<file path="src/rtl/cstg_consts.vh">
// register offsets, field positions, reset values and serial frame sizes for the control block
`ifndef CSTG_CONSTS_VH
`define CSTG_CONSTS_VH

// ----------------------------------------------------------------
// register offsets on the serial port (13-bit address space)
// ----------------------------------------------------------------
`define CSTG_ADDR_W 13
`define CSTG_OFS_GPO 13'h000E
`define CSTG_OFS_PROF_TRIG 13'h010C
`define CSTG_OFS_CHIP_SEL 13'h0115
`define CSTG_OFS_TONE 13'h0116

// ----------------------------------------------------------------
// field positions
// ----------------------------------------------------------------
`define CSTG_PROF_IDX_MSB 4
`define CSTG_SOFT_TRIG_BIT 5
`define CSTG_CHIP_ID_MSB 4
`define CSTG_CHIP_MODE_BIT 5
`define CSTG_TONE_EN_BIT 0
`define CSTG_TONE_LVL_LSB 2
`define CSTG_TONE_LVL_MSB 3
`define CSTG_TONE_LVL_RSVD 2'h3

// ----------------------------------------------------------------
// reset values
// ----------------------------------------------------------------
`define CSTG_RST_GPO 4'h0
`define CSTG_RST_PROF 5'h00
`define CSTG_RST_CHIP 6'h00
`define CSTG_RST_TONE_LVL 2'h0

// ----------------------------------------------------------------
// serial frame: 16-bit instruction then one data byte
// ----------------------------------------------------------------
`define CSTG_INSTR_BITS 5'h10
`define CSTG_FRAME_BITS 5'h18
`define CSTG_RW_BIT 15

`endif

</file>
<file path="src/rtl/cstg_ctrl.v">
// serial register port with chip select, trigger merge, general outputs and test tone control
`timescale 1ns/1ps
`default_nettype none
`include "cstg_consts.vh"
module cstg_ctrl (
  // clock and reset
  input wire clk_i,
  input wire nrst_i,
  // serial register port (three-wire, data pin is two-way)
  input wire sclk_i,
  input wire csb_n_i,
  input wire sdio_i,
  output reg sdio_o,
  output reg sdio_oe_o,
  // strapped chip id pins and hardware trigger
  input wire [4:0] strap_id_pin_i,
  input wire transmit_sync_input_i,
  // general output pins
  output reg general_output_pin_0_o,
  output reg general_output_pin_1_o,
  output reg general_output_pin_2_o,
  output reg general_output_pin_3_o,
  // trigger actions, one-cycle pulses
  output reg demod_reset_o,
  output reg power_seq_start_o,
  output reg framer_align_o,
  // profile load request
  output reg profile_load_o,
  output reg [4:0] profile_index_o,
  // analog test tone control
  output reg tone_enable_o,
  output reg [1:0] tone_level_o
);

  // ----------------------------------------------------------------
  // input synchronisers
  // ----------------------------------------------------------------
  wire sclk_s; // serial clock, sampled
  wire csb_n_s; // chip select, sampled
  wire sdio_s; // serial data in, sampled
  wire trig_s; // hardware trigger, sampled
  wire [4:0] strap_s; // strap pins, sampled

  // reset loads 4'h2, so sampled data in starts high and sampled csb starts low
  cstg_sync #(.W(4), .INIT(4'h2)) u_sync_spi (
    .clk_i(clk_i),
    .nrst_i(nrst_i),
    .async_i({sclk_i, csb_n_i, sdio_i, transmit_sync_input_i}),
    .sync_o({sclk_s, csb_n_s, sdio_s, trig_s})
  );

  cstg_sync #(.W(5), .INIT(5'h00)) u_sync_strap (
    .clk_i(clk_i),
    .nrst_i(nrst_i),
    .async_i(strap_id_pin_i),
    .sync_o(strap_s)
  );

  // ----------------------------------------------------------------
  // serial clock and trigger edge detection
  // ----------------------------------------------------------------
  reg sclk_d_r; // previous sampled serial clock
  reg trig_d_r; // previous sampled trigger
  wire sclk_rise = sclk_s & ~sclk_d_r;
  wire sclk_fall = ~sclk_s & sclk_d_r;
  wire hw_trig = trig_s & ~trig_d_r; // rising edge of trigger pin

  always @(posedge clk_i or negedge nrst_i) begin
    if (!nrst_i) begin
      sclk_d_r <= 1'b0;
      trig_d_r <= 1'b0;
    end else begin
      sclk_d_r <= sclk_s;
      trig_d_r <= trig_s;
    end
  end

  // ----------------------------------------------------------------
  // register storage
  // ----------------------------------------------------------------
  reg [3:0] gpo_r; // general output levels
  reg [4:0] prof_r; // profile index
  reg [5:0] chip_r; // chip select mode and id
  reg tone_en_r; // tone routed to amplifier inputs
  reg [1:0] tone_lvl_r; // tone amplitude code

  // ----------------------------------------------------------------
  // serial frame state
  // ----------------------------------------------------------------
  reg [4:0] bit_cnt_r; // bits received in this frame
  reg [15:0] instr_r; // instruction word
  reg [7:0] data_r; // data shift register
  reg [7:0] rd_sh_r; // read data shifting out
  reg rd_act_r; // read data phase active

  wire [`CSTG_ADDR_W-1:0] addr = instr_r[`CSTG_ADDR_W-1:0];
  wire is_read = instr_r[`CSTG_RW_BIT];

  // chip select filter: the select register itself stays reachable
  // so a deselected device can always be re-addressed
  wire mode_on = chip_r[`CSTG_CHIP_MODE_BIT];
  wire id_match = (chip_r[`CSTG_CHIP_ID_MSB:0] == strap_s);
  wire selected = ~mode_on | id_match;
  wire addr_global = (addr == `CSTG_OFS_CHIP_SEL);
  wire access_ok = selected | addr_global;

  // write fires as the last data bit is sampled
  wire last_bit = sclk_rise & ~csb_n_s & (bit_cnt_r == `CSTG_FRAME_BITS - 5'h01);
  wire wr_fire = last_bit & ~is_read & access_ok;
  wire [7:0] wdata = {data_r[6:0], sdio_s};
  wire prof_wr = wr_fire & (addr == `CSTG_OFS_PROF_TRIG);
  wire soft_trig = prof_wr & wdata[`CSTG_SOFT_TRIG_BIT];
  wire trig_evt = hw_trig | soft_trig;

  // ------------------------------------------------
  // read data mux; unmapped and reserved bits read zero
  // ------------------------------------------------
  reg [7:0] rdata;
  always @* begin
    rdata = 8'h00;
    case (addr)
      `CSTG_OFS_GPO: rdata = {4'h0, gpo_r};
      `CSTG_OFS_PROF_TRIG: rdata = {3'h0, prof_r}; // trigger bit reads zero
      `CSTG_OFS_CHIP_SEL: rdata = {2'h0, chip_r};
      `CSTG_OFS_TONE: rdata = {4'h0, tone_lvl_r, 1'b0, tone_en_r};
      default: rdata = 8'h00;
    endcase
  end

  // ------------------------------------------------
  // frame receiver: counts and shifts on serial clock rises
  // ------------------------------------------------
  always @(posedge clk_i or negedge nrst_i) begin
    if (!nrst_i) begin
      bit_cnt_r <= 5'h00;
      instr_r <= 16'h0000;
      data_r <= 8'h00;
    end else if (csb_n_s) begin
      bit_cnt_r <= 5'h00; // frame ends, bits beyond a byte are dropped
    end else if (sclk_rise) begin
      if (bit_cnt_r < `CSTG_INSTR_BITS)
        instr_r <= {instr_r[14:0], sdio_s};
      else
        data_r <= wdata;
      if (bit_cnt_r != `CSTG_FRAME_BITS)
        bit_cnt_r <= bit_cnt_r + 5'h01;
    end
  end

  // ------------------------------------------------
  // read driver: data changes on serial clock falls
  // ------------------------------------------------
  always @(posedge clk_i or negedge nrst_i) begin
    if (!nrst_i) begin
      rd_act_r <= 1'b0;
      rd_sh_r <= 8'h00;
      sdio_o <= 1'b0;
      sdio_oe_o <= 1'b0;
    end else if (csb_n_s) begin
      rd_act_r <= 1'b0;
      sdio_oe_o <= 1'b0;
    end else if (sclk_fall) begin
      if (bit_cnt_r == `CSTG_INSTR_BITS && is_read && access_ok) begin
        // a deselected device keeps the data pin released unless the chip select register is read
        rd_act_r <= 1'b1;
        sdio_oe_o <= 1'b1;
        sdio_o <= rdata[7];
        rd_sh_r <= {rdata[6:0], 1'b0};
      end else if (rd_act_r && bit_cnt_r < `CSTG_FRAME_BITS) begin
        sdio_o <= rd_sh_r[7];
        rd_sh_r <= {rd_sh_r[6:0], 1'b0};
      end else begin
        rd_act_r <= 1'b0;
        sdio_oe_o <= 1'b0;
      end
    end
  end

  // ------------------------------------------------
  // register writes
  // ------------------------------------------------
  always @(posedge clk_i or negedge nrst_i) begin
    if (!nrst_i) begin
      gpo_r <= `CSTG_RST_GPO;
      prof_r <= `CSTG_RST_PROF;
      chip_r <= `CSTG_RST_CHIP;
      tone_en_r <= 1'b0;
      tone_lvl_r <= `CSTG_RST_TONE_LVL;
    end else if (wr_fire) begin
      case (addr)
        `CSTG_OFS_GPO: gpo_r <= wdata[3:0];
        `CSTG_OFS_PROF_TRIG: prof_r <= wdata[`CSTG_PROF_IDX_MSB:0];
        `CSTG_OFS_CHIP_SEL: chip_r <= wdata[5:0];
        `CSTG_OFS_TONE: begin
          tone_en_r <= wdata[`CSTG_TONE_EN_BIT];
          // the reserved code is refused so the tone never sees it
          if (wdata[`CSTG_TONE_LVL_MSB:`CSTG_TONE_LVL_LSB] != `CSTG_TONE_LVL_RSVD)
            tone_lvl_r <= wdata[`CSTG_TONE_LVL_MSB:`CSTG_TONE_LVL_LSB];
        end
        default: tone_en_r <= tone_en_r;
      endcase
    end
  end

  // ------------------------------------------------
  // outputs: levels from registers, trigger actions as pulses
  // ------------------------------------------------
  always @(posedge clk_i or negedge nrst_i) begin
    if (!nrst_i) begin
      general_output_pin_0_o <= 1'b0;
      general_output_pin_1_o <= 1'b0;
      general_output_pin_2_o <= 1'b0;
      general_output_pin_3_o <= 1'b0;
      demod_reset_o <= 1'b0;
      power_seq_start_o <= 1'b0;
      framer_align_o <= 1'b0;
      profile_load_o <= 1'b0;
      profile_index_o <= `CSTG_RST_PROF;
      tone_enable_o <= 1'b0;
      tone_level_o <= `CSTG_RST_TONE_LVL;
    end else begin
      general_output_pin_0_o <= gpo_r[0];
      general_output_pin_1_o <= gpo_r[1];
      general_output_pin_2_o <= gpo_r[2];
      general_output_pin_3_o <= gpo_r[3];
      // soft trigger exists only in the write cycle, so it cannot repeat
      demod_reset_o <= trig_evt;
      power_seq_start_o <= trig_evt;
      framer_align_o <= trig_evt;
      profile_load_o <= prof_wr;
      // the load pulse must carry the index it loads, not the one before it
      profile_index_o <= prof_wr ? wdata[`CSTG_PROF_IDX_MSB:0] : prof_r;
      tone_enable_o <= tone_en_r;
      tone_level_o <= tone_lvl_r;
    end
  end

endmodule // cstg_ctrl
`default_nettype wire

</file>
<file path="src/rtl/cstg_sync.v">
// two flip-flop synchroniser for signals arriving from outside the clock domain
`timescale 1ns/1ps
`default_nettype none
module cstg_sync #(
  parameter W = 1,
  parameter [W-1:0] INIT = {W{1'b0}}
) (
  // clock and reset
  input wire clk_i,
  input wire nrst_i,
  // asynchronous input and its synchronised copy
  input wire [W-1:0] async_i,
  output reg [W-1:0] sync_o
);

  reg [W-1:0] meta_r; // first stage, read only by the second stage

  // ------------------------------------------------
  // two stages; only sync_o may be used by logic
  // ------------------------------------------------
  always @(posedge clk_i or negedge nrst_i) begin
    if (!nrst_i) begin
      meta_r <= INIT;
      sync_o <= INIT;
    end else begin
      meta_r <= async_i;
      sync_o <= meta_r;
    end
  end

endmodule // cstg_sync
`default_nettype wire

</file>
<file path="config.mk">
export PLATFORM = sky130hd
export DESIGN_NAME = cstg_ctrl
export DESIGN_NICKNAME = d
export VERILOG_FILES = /design/src/rtl/cstg_ctrl.v /design/src/rtl/cstg_sync.v
export VERILOG_INCLUDE_DIRS = /design/src /design/src/rtl
export SDC_FILE = /design/constraint.sdc
export NUM_CORES = 1
export LEC_CHECK = 0
export BUFFER_PORTS_ARGS = -buffer_cell sky130_fd_sc_hd__buf_2
export CORE_ASPECT_RATIO = 0.75
export CORE_MARGIN = 1.5
export CORE_UTILIZATION = 40
export DETAILED_ROUTE_END_ITERATION = 16
export SLEW_MARGIN = 10
export SYNTH_ARGS = -nofsm -noshare
export SYNTH_HDL_FRONTEND = slang
export SYNTH_SLANG_ARGS = --single-unit
export TNS_END_PERCENT = 50
</file>
<file path="constraint.sdc">
create_clock -name clk_i -period 2.39 [get_ports clk_i]
set_input_delay 0.239 -clock clk_i [delete_from_list [all_inputs] [get_ports clk_i]]
set_output_delay 0.239 -clock clk_i [all_outputs]
set_load 0.005 [all_outputs]
</file>
-- After elaboration in Yosys (flattened, before gate mapping)
Index checks and enable logic that the tools add are counted.
- logic and storage cells: 88
- output and inout port bits: 18
- register bits: 88
- $add $sub $neg: 1
- $lt $le $gt $ge: 2
- bitwise operators: 19
- reduce and logical (&&, ||, !) cells: 17
- equal/unequal tests: 10
- muxes and demuxes: 13
- operator list (operator ; count):
    $eq A13 B9 Y1 const B ; 3
    $pmux W6 S4 ; 1
    $mux W5 ; 4
    $mux W8 ; 2
    $eq A13 B4 Y1 const B ; 1
    $reduce_and A2 Y1 ; 6
    $reduce_and A3 Y1 ; 4
    $eq A5 B5 Y1 const B ; 2
    $lt A5 B5 Y1 const B ; 2
    $and A1 B1 Y1 ; 9
    $reduce_bool A2 Y1 ; 4
    $not A1 Y1 ; 7
    $mux W1 ; 6
    $add A5 B1 Y5 const B ; 1
    $eq A5 B5 Y1 ; 1
    $ne A5 B5 Y1 const B ; 1
    $logic_and A1 B1 Y1 ; 3
    $ne A3 B2 Y1 const B ; 1
    $or A1 B1 Y1 ; 3
    $ne A2 B2 Y1 const B ; 1

-- Depth between registers and ports, before layout
- word-level depth: 9
- mapped depth: 8
- mapped depth without buffers: 8

-- Cells and area by module
From an unflattened synthesis, not the netlist that was laid out.
- cells, all modules: 273
- area total of the unflattened synthesis: 3530.9 sq um
- by module, submodules not included (module ; cells each ; instances ; sequential area each (sq um) ; area each (sq um)):
    cstg_ctrl ; 255 ; 1 ; 1726.7 ; 3078.0
    cstg_sync at u_sync_strap ; 10 ; 1 ; 250.2 ; 250.2
    cstg_sync at u_sync_spi ; 8 ; 1 ; 202.7 ; 202.7

-- Least setup slack after synthesis
No wires, ideal clock.
- path kind: register -> register
- from: register instr_r[5]
- to: register rd_sh_r[1]
- setup slack: 197 ps
- buffers on the path: 0
- cell stages (with the launch flop): 7
- required time: 2265 ps
- period minus slack after synthesis: 2193 ps
- data arrival time: 2069 ps
- path through: dfrtp_1 -> or4b_4 -> nor3b_4 -> and3_1 -> o211ai_2 -> nand2_1 -> mux2_2
- word-level cells in the longest chain between the ends: 5
- ends and longest elaborated chain (element ; RTL line ; text):
    from (decl) ; cstg_ctrl.v:91 ; reg [15:0] instr_r;
    from (signal assigned) ; cstg_ctrl.v:142 ; instr_r <= {instr_r[14:0], sdio_s};
    $eq A13 B9 Y1 ; cstg_ctrl.v:121 ; case (addr)
    $or A1 B1 Y1 ; cstg_ctrl.v:105 ; wire access_ok = selected | addr_global;
    $logic_and A1 B1 Y1 ; cstg_ctrl.v:163 ; if (bit_cnt_r == `CSTG_INSTR_BITS && is_read && access_ok) begin
    $reduce_bool A2 Y1 (no source line) ; n/a ;
    $reduce_and A3 Y1 (no source line) ; n/a ;
    to (signal assigned) ; cstg_ctrl.v:168 ; rd_sh_r <= {rdata[6:0], 1'b0};
    to (signal assigned) ; cstg_ctrl.v:171 ; rd_sh_r <= {rd_sh_r[6:0], 1'b0};
    to (decl) ; cstg_ctrl.v:93 ; reg [7:0] rd_sh_r;
Several ways; a longest one is shown, not always the timed one.
A chain may end at the register's enable or synchronous reset.

-- Worst setup path after layout
- from: register instr_r[5]
- to: register profile_index_o[4]
- word-level cells in the longest chain between the ends: 5
- ends and longest elaborated chain (element ; RTL line ; text):
    $eq A13 B9 Y1 ; n/a ;
    $or A1 B1 Y1 ; cstg_ctrl.v:105 ;
    $and A1 B1 Y1 ; cstg_ctrl.v:109 ; wire wr_fire = last_bit & ~is_read & access_ok;
    $and A1 B1 Y1 (*) ; cstg_ctrl.v:111 ; wire prof_wr = wr_fire & (addr == `CSTG_OFS_PROF_TRIG);
    $mux W5 (*) ; cstg_ctrl.v:232 ; profile_index_o <= prof_wr ? wdata[`CSTG_PROF_IDX_MSB:0] : prof_r;
    to (signal assigned) ; cstg_ctrl.v:218 ; profile_index_o <= `CSTG_RST_PROF;
    to (signal assigned) ; cstg_ctrl.v:232 ;
    to (decl) ; cstg_ctrl.v:29 ; output reg [4:0] profile_index_o,
Mark *: on every way between the ends. The rest lies on a longest branch, timed or not.

==> summary.md <==
| Metric | Value |
|---|---|
| Outcome | `completed` |
| CP max-delay cell | `or4b_4` |
| DP Wirelength | `4530 um` |
| Critical Path End Type | `flip-flop` |
| Worst EP arrival | `2.49 ns` |
| Reg clk slew, reported paths | `0.06 ns` |
| Most frequent cell after synthesis | `dfrtp_1` |
| Cell chain of the critical path | `or4b_4, nor3b_4, nand3_2, a21oi_4, nand2_4, mux2_1` |
| Crit path launch | `instr_r[5]` |
| Die W | `111 um` |
| Post-CTS sizing | `0` |
| Syn nets | `274` |
| GR Overflow Total | `0` |
| Reg2reg start | `instr_r[5]` |
| Final worst-path cycle share | `0.950` |
| Crit path buf inv count | `0` |
| DR pass1 iterations | `4` |
| Drt total wl | `6530 um` |
| Worst-margin pin slew | `0.449 ns` |
| Synth warn | `0` |
| Drt drc | `0` |
| Synth top cells by count | `dfrtp_1, mux2_2, nor2_1` |
| Reg-to-reg endpoint | `profile_index_o[4]` |
| NumNets Final | `326` |
| Ys async rst share | `1.00` |
| Largest net degree at the start of global routing | `88` |
| Unrepaired setup endpoints after global routing | `no` |
| Cell Area, Synth | `3490 um2` |
| Top cells by area, synth | `dfrtp_1, mux2_2, nor2_1` |
| Delay-heaviest family, CP | `simple AND/OR/NAND/NOR gates` |
| Final Hold Fails | `0` |
| Worst path max stage delay | `0.58 ns` |
| Register area share after synthesis | `0.624` |
| Final Instance Area | `4200 um2` |
| Core Region | `8450 um2` |
| Worst Skew | `0.00470 ns` |
| Row count | `29` |
| IO Count | `29` |
| Routability Congestion | `0.831` |
| Main flop type after synthesis | `dfrtp_1` |
| Synth area leader | `dfrtp_1` |
| Share of the synthesized area in the top cell type | `0.609` |
| DIE HEIGHT | `83.9 um` |
| CTS tree | `built` |
| Antenna Violating Nets Remaining | `0` |
| WL/cell | `15.3 um` |
| LEAKAGE | `2.04 nW` |
| First-pass GRT wire length | `11400 um` |
| Number of setup violations in the final report | `0` |
| Maximum net fanout on the critical path | `6` |
| GRT Util Overall | `0.162` |
| Initial DRC Count | `108` |
| Via count | `2158` |
| Antenna diodes | `0` |
| Hold depth | `0` |
| Number of flops mapped to enable cells by yosys | `0` |
| TritonCTS Sinks | `87` |
| Avg Inst Size Synth | `13.4 um2` |
| Layout cells sized above 1 | `0.336` |
| H-tree levels | `3` |
| Num CTS Buffers | `9` |
| FF-to-FF setup slack | `0.12 ns` |
| CP Class | `flip-flop to flip-flop` |
| Headroom to the max-slew limit | `0.701` |
| Cell variety after synth | `52` |
| Power density cells | `781 nW/um2` |
| Starting Density | `0.413` |
| Area after DPL | `3830 um2` |
| HP Class | `flip-flop to flip-flop` |
| Synth Instances | `261` |
| Initial antenna violation count | `0` |
| Worst-Skew Late Latency | `0.34 ns` |
| CTS root buf | `clkbuf_16` |
| Worst R2R Path Depth | `6` |
| Worst Path Required | `2.61 ns` |
| Hold Path End | `u_sync_spi.sync_o[2]` |
| Min-delay src | `u_sync_spi.meta_r[2]` |
| Setup_tns | `0 ns` |
| I/O Buffers | `28` |
| VDD IR-drop max | `0.567 mV` |
| Area Growth Syn to Fin | `20.3%` |
| Final Max Tran Viols | `0` |
| Max_cap viols | `0` |
| Worst-case clock buffer depth | `2` |
| Via-to-Cell Ratio | `5.07` |
| Die area | `9310 um2` |
| Highest clock rate | `0.440 GHz` |
| Vias in the first global route | `2159` |
| Fin crit period | `2.27 ns` |
| Critical Path Start Type | `flip-flop` |
| Synthesized flop and latch total | `87` |
## worst reg2reg max path, cell delays in order, from the launching register on
cell	delay (ns)
dfrtp_1	0.41
or4b_4	0.58
nor3b_4	0.28
nand3_2	0.16
a21oi_4	0.25
nand2_4	0.12
mux2_1	0.35
## worst max path at each step
stage | end | slack, ns | cells after the start
after global placement | profile_index_o[4] | 0.19 | 5
after floorplan | rd_sh_r[1] | 0.20 | 6
after global routing | profile_index_o[4] | 0.01 | 6
after detailed placement | prof_r[4] | 0.10 | 6
final | profile_index_o[4] | 0.12 | 6
after CTS | profile_index_o[4] | 0.08 | 6
## routing by layer
layer / share of wire / routed length, um / GRT usage
met3: 0.050 / 325 / 0.0530
met2: 0.41 / 2660 / 0.214
met4: 0.019 / 121 / 0.0664
met5: 0 / 0 / 0
met1: 0.52 / 3430 / 0.241
## flip-flops by register name (all words and copies together) (netlist names), 2 cells and up
register and cells:
rd_sh_r 7, tone_lvl_r 2, data_r 5, u_sync_spi.meta_r 4, u_sync_strap.sync_o 5, tone_level_o 2
u_sync_strap.meta_r 5, prof_r 5, profile_index_o 5, instr_r 16, u_sync_spi.sync_o 4, chip_r 6
gpo_r 4, bit_cnt_r 5
## per-stage QoR
| step | power [mW] | utilization | hold slack [ns] | cells | worst slack [ns] |
|---|---|---|---|---|---|
| floorplan | 1.89 | - | -0.0566 | 261 | 0.197 |
| global placement | 2.01 | 0.453 | 0.308 | 400 | 0.185 |
| detailed placement | 2.01 | 0.453 | 0.310 | 400 | 0.101 |
| CTS | 3.33 | 0.496 | 0.0000412 | 425 | 0.0844 |
| global route | 3.45 | 0.497 | 0.361 | 426 | 0.0111 |
| finish | 3.28 | 0.497 | 0.350 | 426 | 0.119 |
## kinds of logic after synthesis
family | share of synthesized area
DFF | 0.624
and+or+nand+nor | 0.135
xor gates and xnor gates | 0.0226
muxes | 0.125
buffers and inverters | 0.0176
adders and majority gates | 0.00716
AOI/OAI and AO/OA | 0.0684
## timing repair
| item | 4_1_cts | 5_1_grt |
|---|---|---|
| endpoints found under the setup margin | 0 | 2 |
| setup buffers | 0 | 0 |
| hold endpoints to repair | 93 | 1 |
| hold buffers | 9 | 1 |
## where the power goes
group          internal (mW)  total (mW)  switching [mW]
combinational          0.170       0.331           0.161
sequential              1.56        1.67           0.110
clock                  0.709        1.28           0.573
## cell usage in the layout (no fill, tap or decap), types with 4 or more instances in the layout
cell type      netlist  layout
a21oi_1              7       7
nor2_1              16      16
dlygate4sd3_1        0      10
xor2_1               5       5
a32oi_1              4       4
nand2_1             12      12
dfrtp_1             85      85
nor3_1               5       4
mux2_2              36      36
nand2b_1             5       5
clkbuf_16            0       9
o21ai_0              8       8
xnor2_1              4       4
buf_4                2      10
buf_2                0      27
a2bb2oi_1            4       4
nand3_1             10      10
inv_1                7       7
## area by class of cell
type                    instances  area (um2)
clock buffers                  10         229
clock inverters                 6        45.0
fillers                       746        4250
inverters                       7        26.3
multi-input cells             160        1260
flip-flops and latches         87        2180
well taps                     108         135
repair buffers                 48         330
No activity file was read; power rests on OpenSTA's default activity.
